[config.mk]
export PLATFORM = sky130hd
export DESIGN_NAME = rcb_top
export DESIGN_NICKNAME = d
export VERILOG_FILES = /design/src/rcb_pkg.sv /design/src/rcb_chan_mux.sv /design/src/rcb_top.sv
export VERILOG_INCLUDE_DIRS = /design/src /design/src/src
export SDC_FILE = /design/constraint.sdc
export NUM_CORES = 1
export LEC_CHECK = 0
export ABC_CLOCK_PERIOD_IN_PS = 1000
export BUFFER_PORTS_ARGS = -buffer_cell sky130_fd_sc_hd__buf_2
export CAP_MARGIN = 20
export CORE_MARGIN = 8
export CORE_UTILIZATION = 25
export CTS_CLUSTER_SIZE = 30
export DETAILED_ROUTE_END_ITERATION = 8
export GPL_ROUTABILITY_DRIVEN = 0
export GPL_TIMING_DRIVEN = 0
export PLACE_DENSITY = 0.67
export SLEW_MARGIN = 40
export SYNTH_ARGS = -nofsm -noshare
export SYNTH_HDL_FRONTEND = slang
export SYNTH_SLANG_ARGS = --single-unit
[constraint.sdc]
create_clock -name mclk -period 1 [get_ports mclk]
set_input_delay 0.15 -clock mclk [delete_from_list [all_inputs] [get_ports mclk]]
set_output_delay 0.15 -clock mclk [all_outputs]
set_load 0.02 [all_outputs]
[src/rcb_map.svh]
// constants for the reference clock pad buffer block
// assumes inclusion by the package and design files; definitions only
`ifndef RCB_MAP_SVH
`define RCB_MAP_SVH

// group geometry
`define RCB_NUM_CHAN     4
`define RCB_NUM_PAIR     2
`define RCB_SEL_W        2

// fabric clock output configuration codes
`define RCB_FAB_PASS     2'h0
`define RCB_FAB_DIV2     2'h1
`define RCB_FAB_ZERO     2'h2
`define RCB_FAB_RSVD     2'h3

// pad drive path setting expected per direction
`define RCB_DRIVE_IN     1'h0
`define RCB_DRIVE_OUT    1'h1

// reset values
`define RCB_SEL_RESET    2'h0

`endif

[src/rcb_pkg.sv]
// types shared by the reference clock pad buffer design
// assumes rcb_map.svh is on the include path
`include "rcb_map.svh"

package rcb_pkg;

  // direction of a pad pair, fixed when the design is built
  typedef enum logic {
    RCB_MODE_INPUT  = 1'b0,
    RCB_MODE_OUTPUT = 1'b1
  } rcb_mode_e;

  // divide-by-two phase, gray along the toggle path
  typedef enum logic {
    RCB_DIV_LOW  = 1'b0,
    RCB_DIV_HIGH = 1'b1
  } rcb_div_e;

  // static settings of one pad buffer
  typedef struct packed {
    logic                  buffer_enable_n;
    logic [`RCB_SEL_W-1:0] fabric_out_config;
    logic                  pad_drive_path_cfg;
  } rcb_pair_cfg_s;

  // differential pad pair seen from the core
  typedef struct packed {
    logic pos;
    logic neg;
  } rcb_pad_s;

endpackage

[src/rcb_chan_mux.sv]
// recovered clock selector of one output buffer, registered
// assumes recovered clocks already sampled in the mclk domain
`timescale 1ns/100ps
`include "rcb_map.svh"

module rcb_chan_mux (
  // clock and reset
  input  wire logic                     mclk,
  input  wire logic                     resetn,
  // channel clocks and choice
  input  wire logic [`RCB_NUM_CHAN-1:0] recovered_rx_clock,
  input  wire logic [`RCB_SEL_W-1:0]    buffer_channel_select,
  // forwarded clock
  output logic                          chosen_clock
);

  logic next_chosen_clock;

  // one-hot decode of the channel index
  function automatic logic [`RCB_NUM_CHAN-1:0] chan_onehot(input logic [`RCB_SEL_W-1:0] idx);
    chan_onehot = `RCB_NUM_CHAN'(1) << idx;
  endfunction

  always_comb begin
    next_chosen_clock = 1'b0;
    if (resetn) begin
      next_chosen_clock = |(recovered_rx_clock & chan_onehot(buffer_channel_select));
    end
  end

  // register keeps the output glitch free across select changes
  always_ff @(posedge mclk) begin
    chosen_clock <= next_chosen_clock;
  end
endmodule

[src/rcb_top.sv]
// reference clock pad buffers of a four-channel transceiver group
// assumes pad and recovered clocks are sampled synchronously to mclk
`timescale 1ns/100ps
`include "rcb_map.svh"

module rcb_top #(
  parameter rcb_pkg::rcb_mode_e          PAIR_A_MODE = rcb_pkg::RCB_MODE_INPUT,
  parameter rcb_pkg::rcb_mode_e          PAIR_B_MODE = rcb_pkg::RCB_MODE_OUTPUT,
  parameter bit                          PAIR_A_SELECTABLE = 1'b1,
  parameter bit                          PAIR_B_SELECTABLE = 1'b1,
  parameter logic [`RCB_SEL_W-1:0]       PAIR_A_FIXED_CHAN = 2'h0,
  parameter logic [`RCB_SEL_W-1:0]       PAIR_B_FIXED_CHAN = 2'h0
) (
  // clock and reset
  input  wire logic                       mclk,
  input  wire logic                       resetn,
  // static buffer settings, one per pad pair
  input  wire rcb_pkg::rcb_pair_cfg_s     pair_a_cfg,
  input  wire rcb_pkg::rcb_pair_cfg_s     pair_b_cfg,
  // common block select requests
  input  wire logic [`RCB_SEL_W-1:0]      pair0_select_request,
  input  wire logic [`RCB_SEL_W-1:0]      pair1_select_request,
  // channel recovered clocks
  input  wire logic [`RCB_NUM_CHAN-1:0]   recovered_rx_clock,
  // pad pair a
  input  wire logic                       pad_a_positive_in,
  input  wire logic                       pad_a_negative_in,
  output logic                            pad_a_positive_out,
  output logic                            pad_a_negative_out,
  output logic                            pad_a_oe,
  // pad pair b
  input  wire logic                       pad_b_positive_in,
  input  wire logic                       pad_b_negative_in,
  output logic                            pad_b_positive_out,
  output logic                            pad_b_negative_out,
  output logic                            pad_b_oe,
  // clocks toward the core
  output logic                            local_ref_clock_a,
  output logic                            local_ref_clock_b,
  output logic [`RCB_NUM_PAIR-1:0]        fabric_clock_out,
  // common block select outputs
  output logic [`RCB_SEL_W-1:0]           pad_pair0_channel_select,
  output logic [`RCB_SEL_W-1:0]           pad_pair1_channel_select,
  // setting mismatch per pair
  output logic [`RCB_NUM_PAIR-1:0]        cfg_error
);

  // per-pair views of ports
  rcb_pkg::rcb_pair_cfg_s                 cfg      [`RCB_NUM_PAIR];
  rcb_pkg::rcb_pad_s                      pad_in   [`RCB_NUM_PAIR];
  rcb_pkg::rcb_pad_s                      pad_out  [`RCB_NUM_PAIR];
  logic                                   pad_oe   [`RCB_NUM_PAIR];
  logic                                   ref_clk  [`RCB_NUM_PAIR];
  logic [`RCB_SEL_W-1:0]                  sel_req  [`RCB_NUM_PAIR];
  logic [`RCB_SEL_W-1:0]                  sel      [`RCB_NUM_PAIR];
  logic [`RCB_SEL_W-1:0]                  next_sel [`RCB_NUM_PAIR];

  assign cfg[0]             = pair_a_cfg;
  assign cfg[1]             = pair_b_cfg;
  assign pad_in[0]          = '{pos: pad_a_positive_in, neg: pad_a_negative_in};
  assign pad_in[1]          = '{pos: pad_b_positive_in, neg: pad_b_negative_in};
  assign sel_req[0]         = pair0_select_request;
  assign sel_req[1]         = pair1_select_request;
  assign pad_a_positive_out = pad_out[0].pos;
  assign pad_a_negative_out = pad_out[0].neg;
  assign pad_a_oe           = pad_oe[0];
  assign pad_b_positive_out = pad_out[1].pos;
  assign pad_b_negative_out = pad_out[1].neg;
  assign pad_b_oe           = pad_oe[1];
  assign local_ref_clock_a  = ref_clk[0];
  assign local_ref_clock_b  = ref_clk[1];
  assign pad_pair0_channel_select = sel[0];
  assign pad_pair1_channel_select = sel[1];

  genvar i;
  generate
    for (i = 0; i < `RCB_NUM_PAIR; i++) begin : g_pair
      // build-time choices of this pair
      localparam rcb_pkg::rcb_mode_e MODE = (i == 0) ? PAIR_A_MODE : PAIR_B_MODE;
      localparam bit SELECTABLE = (i == 0) ? PAIR_A_SELECTABLE : PAIR_B_SELECTABLE;
      localparam logic [`RCB_SEL_W-1:0] FIXED_CHAN =
        (i == 0) ? PAIR_A_FIXED_CHAN : PAIR_B_FIXED_CHAN;
      localparam logic DRIVE_EXPECT =
        (MODE == rcb_pkg::RCB_MODE_OUTPUT) ? `RCB_DRIVE_OUT : `RCB_DRIVE_IN;

      logic               enabled;
      logic               pad_level;
      logic               chosen;
      logic [`RCB_SEL_W-1:0] mux_sel;
      rcb_pkg::rcb_div_e  div;
      rcb_pkg::rcb_div_e  next_div;
      logic               next_ref;
      logic               next_fab;
      logic               next_oe;
      logic               next_err;
      rcb_pkg::rcb_pad_s  next_pad;

      assign enabled   = resetn & ~cfg[i].buffer_enable_n;
      // differential receiver: true when positive leg above negative
      assign pad_level = pad_in[i].pos & ~pad_in[i].neg;
      assign mux_sel   = SELECTABLE ? sel[i] : FIXED_CHAN;

      rcb_chan_mux u_mux (
        .mclk                  (mclk),
        .resetn                (resetn),
        .recovered_rx_clock    (recovered_rx_clock),
        .buffer_channel_select (mux_sel),
        .chosen_clock          (chosen)
      );

      // next values of the buffer state
      always_comb begin
        next_sel[i] = resetn ? sel_req[i] : `RCB_SEL_RESET;
        next_ref    = 1'b0;
        next_fab    = 1'b0;
        next_div    = rcb_pkg::RCB_DIV_LOW;
        next_oe     = 1'b0;
        next_pad    = '{pos: 1'b0, neg: 1'b0};
        next_err    = resetn & (cfg[i].pad_drive_path_cfg != DRIVE_EXPECT);
        if (MODE == rcb_pkg::RCB_MODE_INPUT) begin
          next_ref = enabled & pad_level;
          // halve on each rising edge of the buffered clock
          next_div = div;
          if (enabled && next_ref && !ref_clk[i]) begin
            next_div = (div == rcb_pkg::RCB_DIV_LOW) ? rcb_pkg::RCB_DIV_HIGH
                                                     : rcb_pkg::RCB_DIV_LOW;
          end
          if (!enabled) begin
            next_div = rcb_pkg::RCB_DIV_LOW;
          end
          unique case (cfg[i].fabric_out_config)
            `RCB_FAB_PASS: next_fab = next_ref;
            `RCB_FAB_DIV2: next_fab = (next_div == rcb_pkg::RCB_DIV_HIGH);
            `RCB_FAB_ZERO: next_fab = 1'b0;
            `RCB_FAB_RSVD: next_fab = 1'b0; // reserved held quiet
          endcase
          next_err = next_err | (resetn & (cfg[i].fabric_out_config == `RCB_FAB_RSVD));
        end else begin
          next_oe  = enabled;
          // true on positive, complement on negative
          next_pad = '{pos: enabled & chosen, neg: enabled & ~chosen};
        end
      end

      // state registers, cleared by synchronous reset
      always_ff @(posedge mclk) begin
        ref_clk[i]          <= next_ref;
        fabric_clock_out[i] <= next_fab;
        div                 <= next_div;
        pad_oe[i]           <= next_oe;
        pad_out[i]          <= next_pad;
        cfg_error[i]        <= next_err;
        sel[i]              <= next_sel[i];
      end

      if (MODE == rcb_pkg::RCB_MODE_INPUT) begin : g_in_chk

      end else begin : g_out_chk

      end

    end
  endgenerate
endmodule

==> key figures, run 1 <==
Outcome
  – Run status: complete, but fails checks
  – Failing checks: setup timing

STA
  – Slew Limit Fails: 0
  – Final setup skew: 0.000228 ns
  – Hold Violations, Final: 0
  – RSZ-0062 raised after global routing: true
  – Setup violators final: 1
  – Post-Route Setup TNS: -0.0638 ns
  – Max Clock Freq: 940 MHz
  – Final period utilization: 1.06
  – Final WS setup: -0.0638 ns
  – Hold_ws: 0.0244 ns
  – Post-route minimum period: 1.06 ns

Critical path
  – Crit path to: g_pair[1].u_mux.chosen_clock
  – Critical path depth: 2
  – Critical Path AT: 1.23 ns
  – Slowest stage delay, CP: 0.48 ns
  – Worst r2r path cells: 2
  – Worst path bufs/invs: 0
  – Startpoint types: flop
  – RR Startpoint: sel[0][2]
  – CP delay by family, top: multiplexers
  – CP Data Required Time: 1.17 ns
  – Worst setup startpoint: sel[0][2]
  – Critical path class: flop to flop
  – Crit end category: flop
  – Worst-path cell chain: mux4_2 > and2_4
  – Worst reg2reg setup slack: -0.06 ns
  – Worst-path maximum fanout: 2
  – R2r endpoint: g_pair[1].u_mux.chosen_clock
  – Slowest stage cell, crit path: mux4_2

Detailed routing
  – DR vias/cell: 3.63
  – Routed wire length per instance: 10.1 µm
  – Drt drc: 0
  – First-pass iteration count of the detailed router: 2
  – WL final: 1030 µm
  – Antenna viol nets, final: 0
  – Vias: 370
  – 1st-iter DRT viols: 6

Clock tree
  – Clock slew at reported path FFs: 0.08 ns
  – CTS Root Cell: clkbuf_4
  – Total CTS buffers: 3
  – H-tree depth: 1
  – Maximum buffer depth of the clock tree: 2
  – CTS tree: built
  – Setup Buffers After CTS: 0
  – Clk sinks: 13
  – Hold_buf cts: 0
  – Clock Latency Late Sink: 0.27 ns

Floorplanning
  – Cell Rows: 15
  – CORE AREA: 1750 µm²
  – Die Y: 59.3 µm
  – Starting density of the core: 0.269
  – Die ar.: 3520 µm²
  – Die width: 59.3 µm
  – Ports: 38

Synth
  – Ys Warns: 0
  – Sequential-to-total area share from yosys stat: 0.555
  – Post-Syn Area per Cell: 11.4 µm²
  – Synth Register Bits: 13
  – Post-synth top area share: 0.555
  – Cells after Synth: 41
  – Largest cells by area after synthesis: dfxtp_1, and2_1, buf_4
  – Yosys top cell by area: dfxtp_1
  – Synth cell types: 14
  – Synthesized area: 469 µm²

Global route
  – Largest net degree at the start of global routing: 10
  – First-pass GRT wire length: 1550 µm
  – Vias in the first global route: 387
  – GRT Overall Usage: 0.0599
  – GRT Residual Overflow: 0
  – Initial antenna violation count: 0

Layout
  – Final std cells w/o fill: 102
  – Layout cells sized above 1: 0.545
  – Fill count: 180
  – Post-layout util: 0.396
  – Area grow syn2layout: 47.2%
  – Post-route cell area: 691 µm²
  – Commonest cells after routing, fill and taps aside: buf_2, dfxtp_1
  – Nets: 100
  – Multi-input gate area: 189 µm²
  – Register area: 267 µm²
  – ANT cells: 0
  – Most common cell after layout, fill and taps aside: buf_2

Placed design
  – Cells after DPL: 98
  – Post-DP Area: 661 µm²
  – Hpwl dp: 856 µm
  – IO Port Bufs: 28

Power
  – Leakage power: 0.339 nW
  – VDD IR max: 0.792 mV
  – Pwr Density: 1500 nW/µm²

Min path
  – Hold/Removal Path Class: input pin to flop

Run
  – Max Cap Viol: 0
-- area by class of cell --
| type | count | share of cell area |
|---|---|---|
| Buffer | 5 | 0.0543 |
| Clock buffer | 4 | 0.0380 |
| Multi-Input combinational cell | 27 | 0.274 |
| Sequential cell | 13 | 0.386 |
| Tap cell | 25 | 0.0453 |
| Timing Repair Buffer | 28 | 0.203 |
-- through the flow --
stage | power (mW) | worst slack (ns)
finish | 1.03 | -0.0638
global route | 1.09 | -0.0821
CTS | 1.05 | -0.0666
detailed placement | 0.725 | -0.0554
floorplan | 0.660 | -0.0928
global placement | 0.722 | -0.0484
-- where the power goes --
group | switching, mW | internal [mW]
sequential | 0.00898 | 0.542
clock | 0.165 | 0.154
combinational | 0.0839 | 0.0794
total | 0.257 | 0.776
-- cells in the mapped netlist --
cell       number
dfxtp_1        13
and2_1          6
buf_4           5
nor2b_1         5
a21oi_1         2
nor3b_1         2
a2111oi_2       1
conb_1          1
mux2i_1         1
mux4_2          1
nand2b_1        1
nand3b_1        1
nor2_1          1
xnor2_1         1
-- registers in the layout, summed over array words and instances, names as in the netlist --
name                       flops
pad_out                        2
fabric_clock_out               1
ref_clk                        1
g_pair.div                     1
sel                            4
g_pair.u_mux.chosen_clock      1
pad_oe                         1
cfg_error                      2
-- worst min path at each step --
stage / startpoint / depth (start not counted) / end / slack (ns)
after global placement: pair_b_cfg[0] / 2 / cfg_error[1] / 0.31
final: pair_b_cfg[0] / 2 / cfg_error[1] / 0.02
after CTS: pair_b_cfg[0] / 2 / cfg_error[1] / 0.01
after detailed placement: pair_b_cfg[0] / 2 / cfg_error[1] / 0.31
after floorplan: pad_a_negative_in / 1 / ref_clk[0][0] / 0.22
after global routing: pair_b_cfg[0] / 2 / cfg_error[1] / 0.009
-- repair_timing --
item                                    4_1_cts  5_1_grt
endpoints found under the setup margin        1        2
pin swaps                                     0        1
resized for setup                             0        2
-- per-layer routing --
layer  global-route usage  wire length [µm]
met2               0.0878               487
met3               0.0282               102
met1               0.0591               424
met5                    0                 0
met4               0.0614                19
-- kinds of logic (layout without fill, tap and decap cells) --
group                     count (synthesis)  in the layout  synth area share
other                                     1              5           0.00799
buffers and inverters                     5             37            0.0800
DFF                                      13             13             0.555
AOI/OAI and AO/OA                         3              3            0.0533
muxes                                     2              2            0.0693
and+or+nand+nor                          16             16             0.216
xor gates and xnor gates                  1              1            0.0187
No activity file was read; power rests on OpenSTA's default activity.
==> run 2: changes to the inputs <==
--- a/config.mk
+++ b/config.mk
@@ -9,13 +9,14 @@
 export ABC_CLOCK_PERIOD_IN_PS = 1000
 export BUFFER_PORTS_ARGS = -buffer_cell sky130_fd_sc_hd__buf_2
 export CAP_MARGIN = 20
-export CORE_MARGIN = 8
+export CORE_MARGIN = 2
 export CORE_UTILIZATION = 25
 export CTS_CLUSTER_SIZE = 30
 export DETAILED_ROUTE_END_ITERATION = 8
 export GPL_ROUTABILITY_DRIVEN = 0
 export GPL_TIMING_DRIVEN = 0
 export PLACE_DENSITY = 0.67
+export SKIP_CTS_REPAIR_TIMING = 1
 export SLEW_MARGIN = 40
 export SYNTH_ARGS = -nofsm -noshare
 export SYNTH_HDL_FRONTEND = slang
==> key figures, run 2 (synthesized netlist as in run 1, its figures left out) <==
Placed design
  – IO Port Bufs: 28 (unchanged)
  – Post-DP Area: 661 µm² (unchanged)
  – Dpl ws: -0.0651 ns (was -0.0554 ns)

Layout
  – Most flops, register: sel (unchanged)
  – Max reg flops: 4 (unchanged)
  – ANT cells: 0 (unchanged)
  – Layout cells sized above 1: 0.532 (was 0.545)
  – Commonest cells after routing, fill and taps aside: buf_2, dfxtp_1 (unchanged)
  – Most common cell after layout, fill and taps aside: buf_2 (unchanged)
  – Post-route cell area: 689 µm² (was 691 µm²)
  – Area grow syn2layout: 46.9% (was 47.2%)
  – Top flop regs: sel x4, cfg_error x2, pad_out x2 (unchanged)
  – Nets: 100 (unchanged)
  – Post-layout util: 0.395 (was 0.396)

Run
  – Max Cap Viol: 0 (unchanged)

Min path
  – Hold path cells: 2 (unchanged)
  – Hold Crit Endpoint: cfg_error[1] (unchanged)
  – Hold/Removal Path Class: input pin to flop (unchanged)
  – Hold Crit Start: pair_b_cfg[0] (unchanged)

Clock tree
  – Clock Latency Late Sink: 0.27 ns (about the same)
  – H-tree depth: 1 (unchanged)
  – CTS Root Cell: clkbuf_4 (unchanged)
  – Clock slew at reported path FFs: 0.07 ns (was 0.08 ns)
  – Clk sinks: 13 (unchanged)
  – Maximum buffer depth of the clock tree: 2 (unchanged)
  – Total CTS buffers: 3 (unchanged)
  – CTS tree: built (unchanged)

Critical path
  – Worst path bufs/invs: 0 (unchanged)
  – Worst-path cell chain: mux4_2 > and2_4 (unchanged)
  – Worst reg2reg setup slack: -0.07 ns (was -0.06 ns)
  – RR Startpoint: sel[0][2] (unchanged)
  – CP Data Required Time: 1.16 ns (was 1.17 ns)
  – R2r endpoint: g_pair[1].u_mux.chosen_clock (unchanged)
  – Worst r2r path cells: 2 (unchanged)
  – Critical path class: flop to flop (unchanged)
  – Critical Path AT: 1.24 ns (was 1.23 ns)
  – Slowest stage delay, CP: 0.48 ns (about the same)
  – Crit end category: flop (unchanged)
  – Startpoint types: flop (unchanged)
  – CP delay by family, top: multiplexers (unchanged)
  – Worst-path maximum fanout: 2 (unchanged)
  – Slowest stage cell, crit path: mux4_2 (unchanged)

Power
  – Int Power: 0.776 mW (about the same)
  – Leakage power: 0.339 nW (about the same)
  – Pwr Total: 1.02 mW (was 1.03 mW)
  – Clock power frac: 0.301 (was 0.308)
  – Combinational cell fraction of total power: 0.159 (was 0.158)
  – Net Sw Power: 0.245 mW (was 0.257 mW)
  – Part of the power in registers: 0.541 (was 0.534)
  – VDD IR max: 0.719 mV (was 0.792 mV)
  – Pwr Density: 1480 nW/µm² (was 1500 nW/µm²)
  – Net Sw Frac: 0.240 (was 0.249)

STA
  – Final period utilization: 1.07 (was 1.06)
  – Post-route minimum period: 1.07 ns (was 1.06 ns)
  – Hold Violations, Final: 0 (unchanged)
  – Slew Limit Fails: 0 (unchanged)
  – Max Clock Freq: 933 MHz (was 940 MHz)
  – Final WS setup: -0.0718 ns (was -0.0638 ns)
  – RSZ-0062 raised after global routing: true (unchanged)
  – Setup violators final: 1 (unchanged)
  – Final setup skew: 0.000279 ns (was 0.000228 ns)
  – Hold_ws: 0.0290 ns (was 0.0244 ns)

Detailed routing
  – 1st-iter DRT viols: 6 (unchanged)
  – DR vias/cell: 3.79 (was 3.63)
  – Antenna viol nets, final: 0 (unchanged)
  – Vias: 387 (was 370)
  – Drt drc: 0 (unchanged)
  – WL final: 855 µm (was 1030 µm)
  – First-pass iteration count of the detailed router: 4 (was 2)
  – Routed wire length per instance: 8.38 µm (was 10.1 µm)

Global route
  – Initial antenna violation count: 0 (unchanged)
  – GRT Residual Overflow: 0 (unchanged)
  – Vias in the first global route: 367 (was 387)
  – First-pass GRT wire length: 1390 µm (was 1550 µm)
  – Largest net degree at the start of global routing: 10 (unchanged)
  – GRT Overall Usage: 0.0969 (was 0.0599)

Floorplanning
  – Die Y: 47.3 µm (was 59.3 µm)
  – Die ar.: 2240 µm² (was 3520 µm²)
  – Die width: 47.3 µm (was 59.3 µm)
  – Starting density of the core: 0.269 (unchanged)
  – CORE AREA: 1750 µm² (unchanged)
  – Ports: 38 (unchanged)
  – Cell Rows: 15 (unchanged)

Outcome
  – Run status: complete, but fails checks (unchanged)
  – Failing checks: setup timing (unchanged)
==> run 2: cell counts in the layout (fill, tap and decap cells not counted) <==
No cell type changed its count.
==> run 2: worst max-delay path by stage <==
stage	from	endpoint	slack, ns	depth (start not counted)
after floorplan	sel[0][2]	g_pair[1].u_mux.chosen_clock	-0.09	2
after global placement	sel[0][2]	g_pair[1].u_mux.chosen_clock	-0.05	2
after detailed placement	sel[0][2]	g_pair[1].u_mux.chosen_clock	-0.07	2
after CTS	sel[0][2]	g_pair[1].u_mux.chosen_clock	-0.07	2
after global routing	sel[0][2]	g_pair[1].u_mux.chosen_clock	-0.1	2
final	sel[0][2]	g_pair[1].u_mux.chosen_clock	-0.07	2
==> run 2: routing by layer <==
metal	vias up	global-route usage	wire length (µm)
li1	199	-	-
met1	163	0.0907	306
met2	21	0.159	440
met3	4	0.0346	77
met4	0	0.0944	30
met5	-	0	0
==> run 2: power groups by stage <==
stage | Sequential [mW] | Combinational, mW | Clock (mW)
CTS | 0.552 | 0.161 | 0.327
global placement | 0.563 | 0.159 | 0
detailed placement | 0.565 | 0.161 | 0
global route | 0.554 | 0.177 | 0.352
finish | 0.552 | 0.162 | 0.307
floorplan | 0.592 | 0.0688 | 0
==> run 2: worst register-to-register path, cell delays in order, from the launching register on <==
cell and delay [ns]:
dfxtp_4 0.35, mux4_2 0.48, and2_4 0.14
==> run 2: layout make-up <==
type                       count  area [µm²]
multi-input combinational     27         189
fill                         173        1060
tap                           25        31.3
timing repair buffer          28         140
buffer                         5        37.5
sequential                    13         265
clock buffer                   4        26.3
==> run 2: metrics by stage <==
| stage | setup TNS [ns] | cells |
|---|---|---|
| after CTS | -0.0749 | 102 |
| after global routing | -0.0976 | 102 |
| after floorplan | -0.0928 | 45 |
| final | -0.0718 | 102 |
| after detailed placement | -0.0651 | 98 |
| after global placement | -0.0527 | 98 |
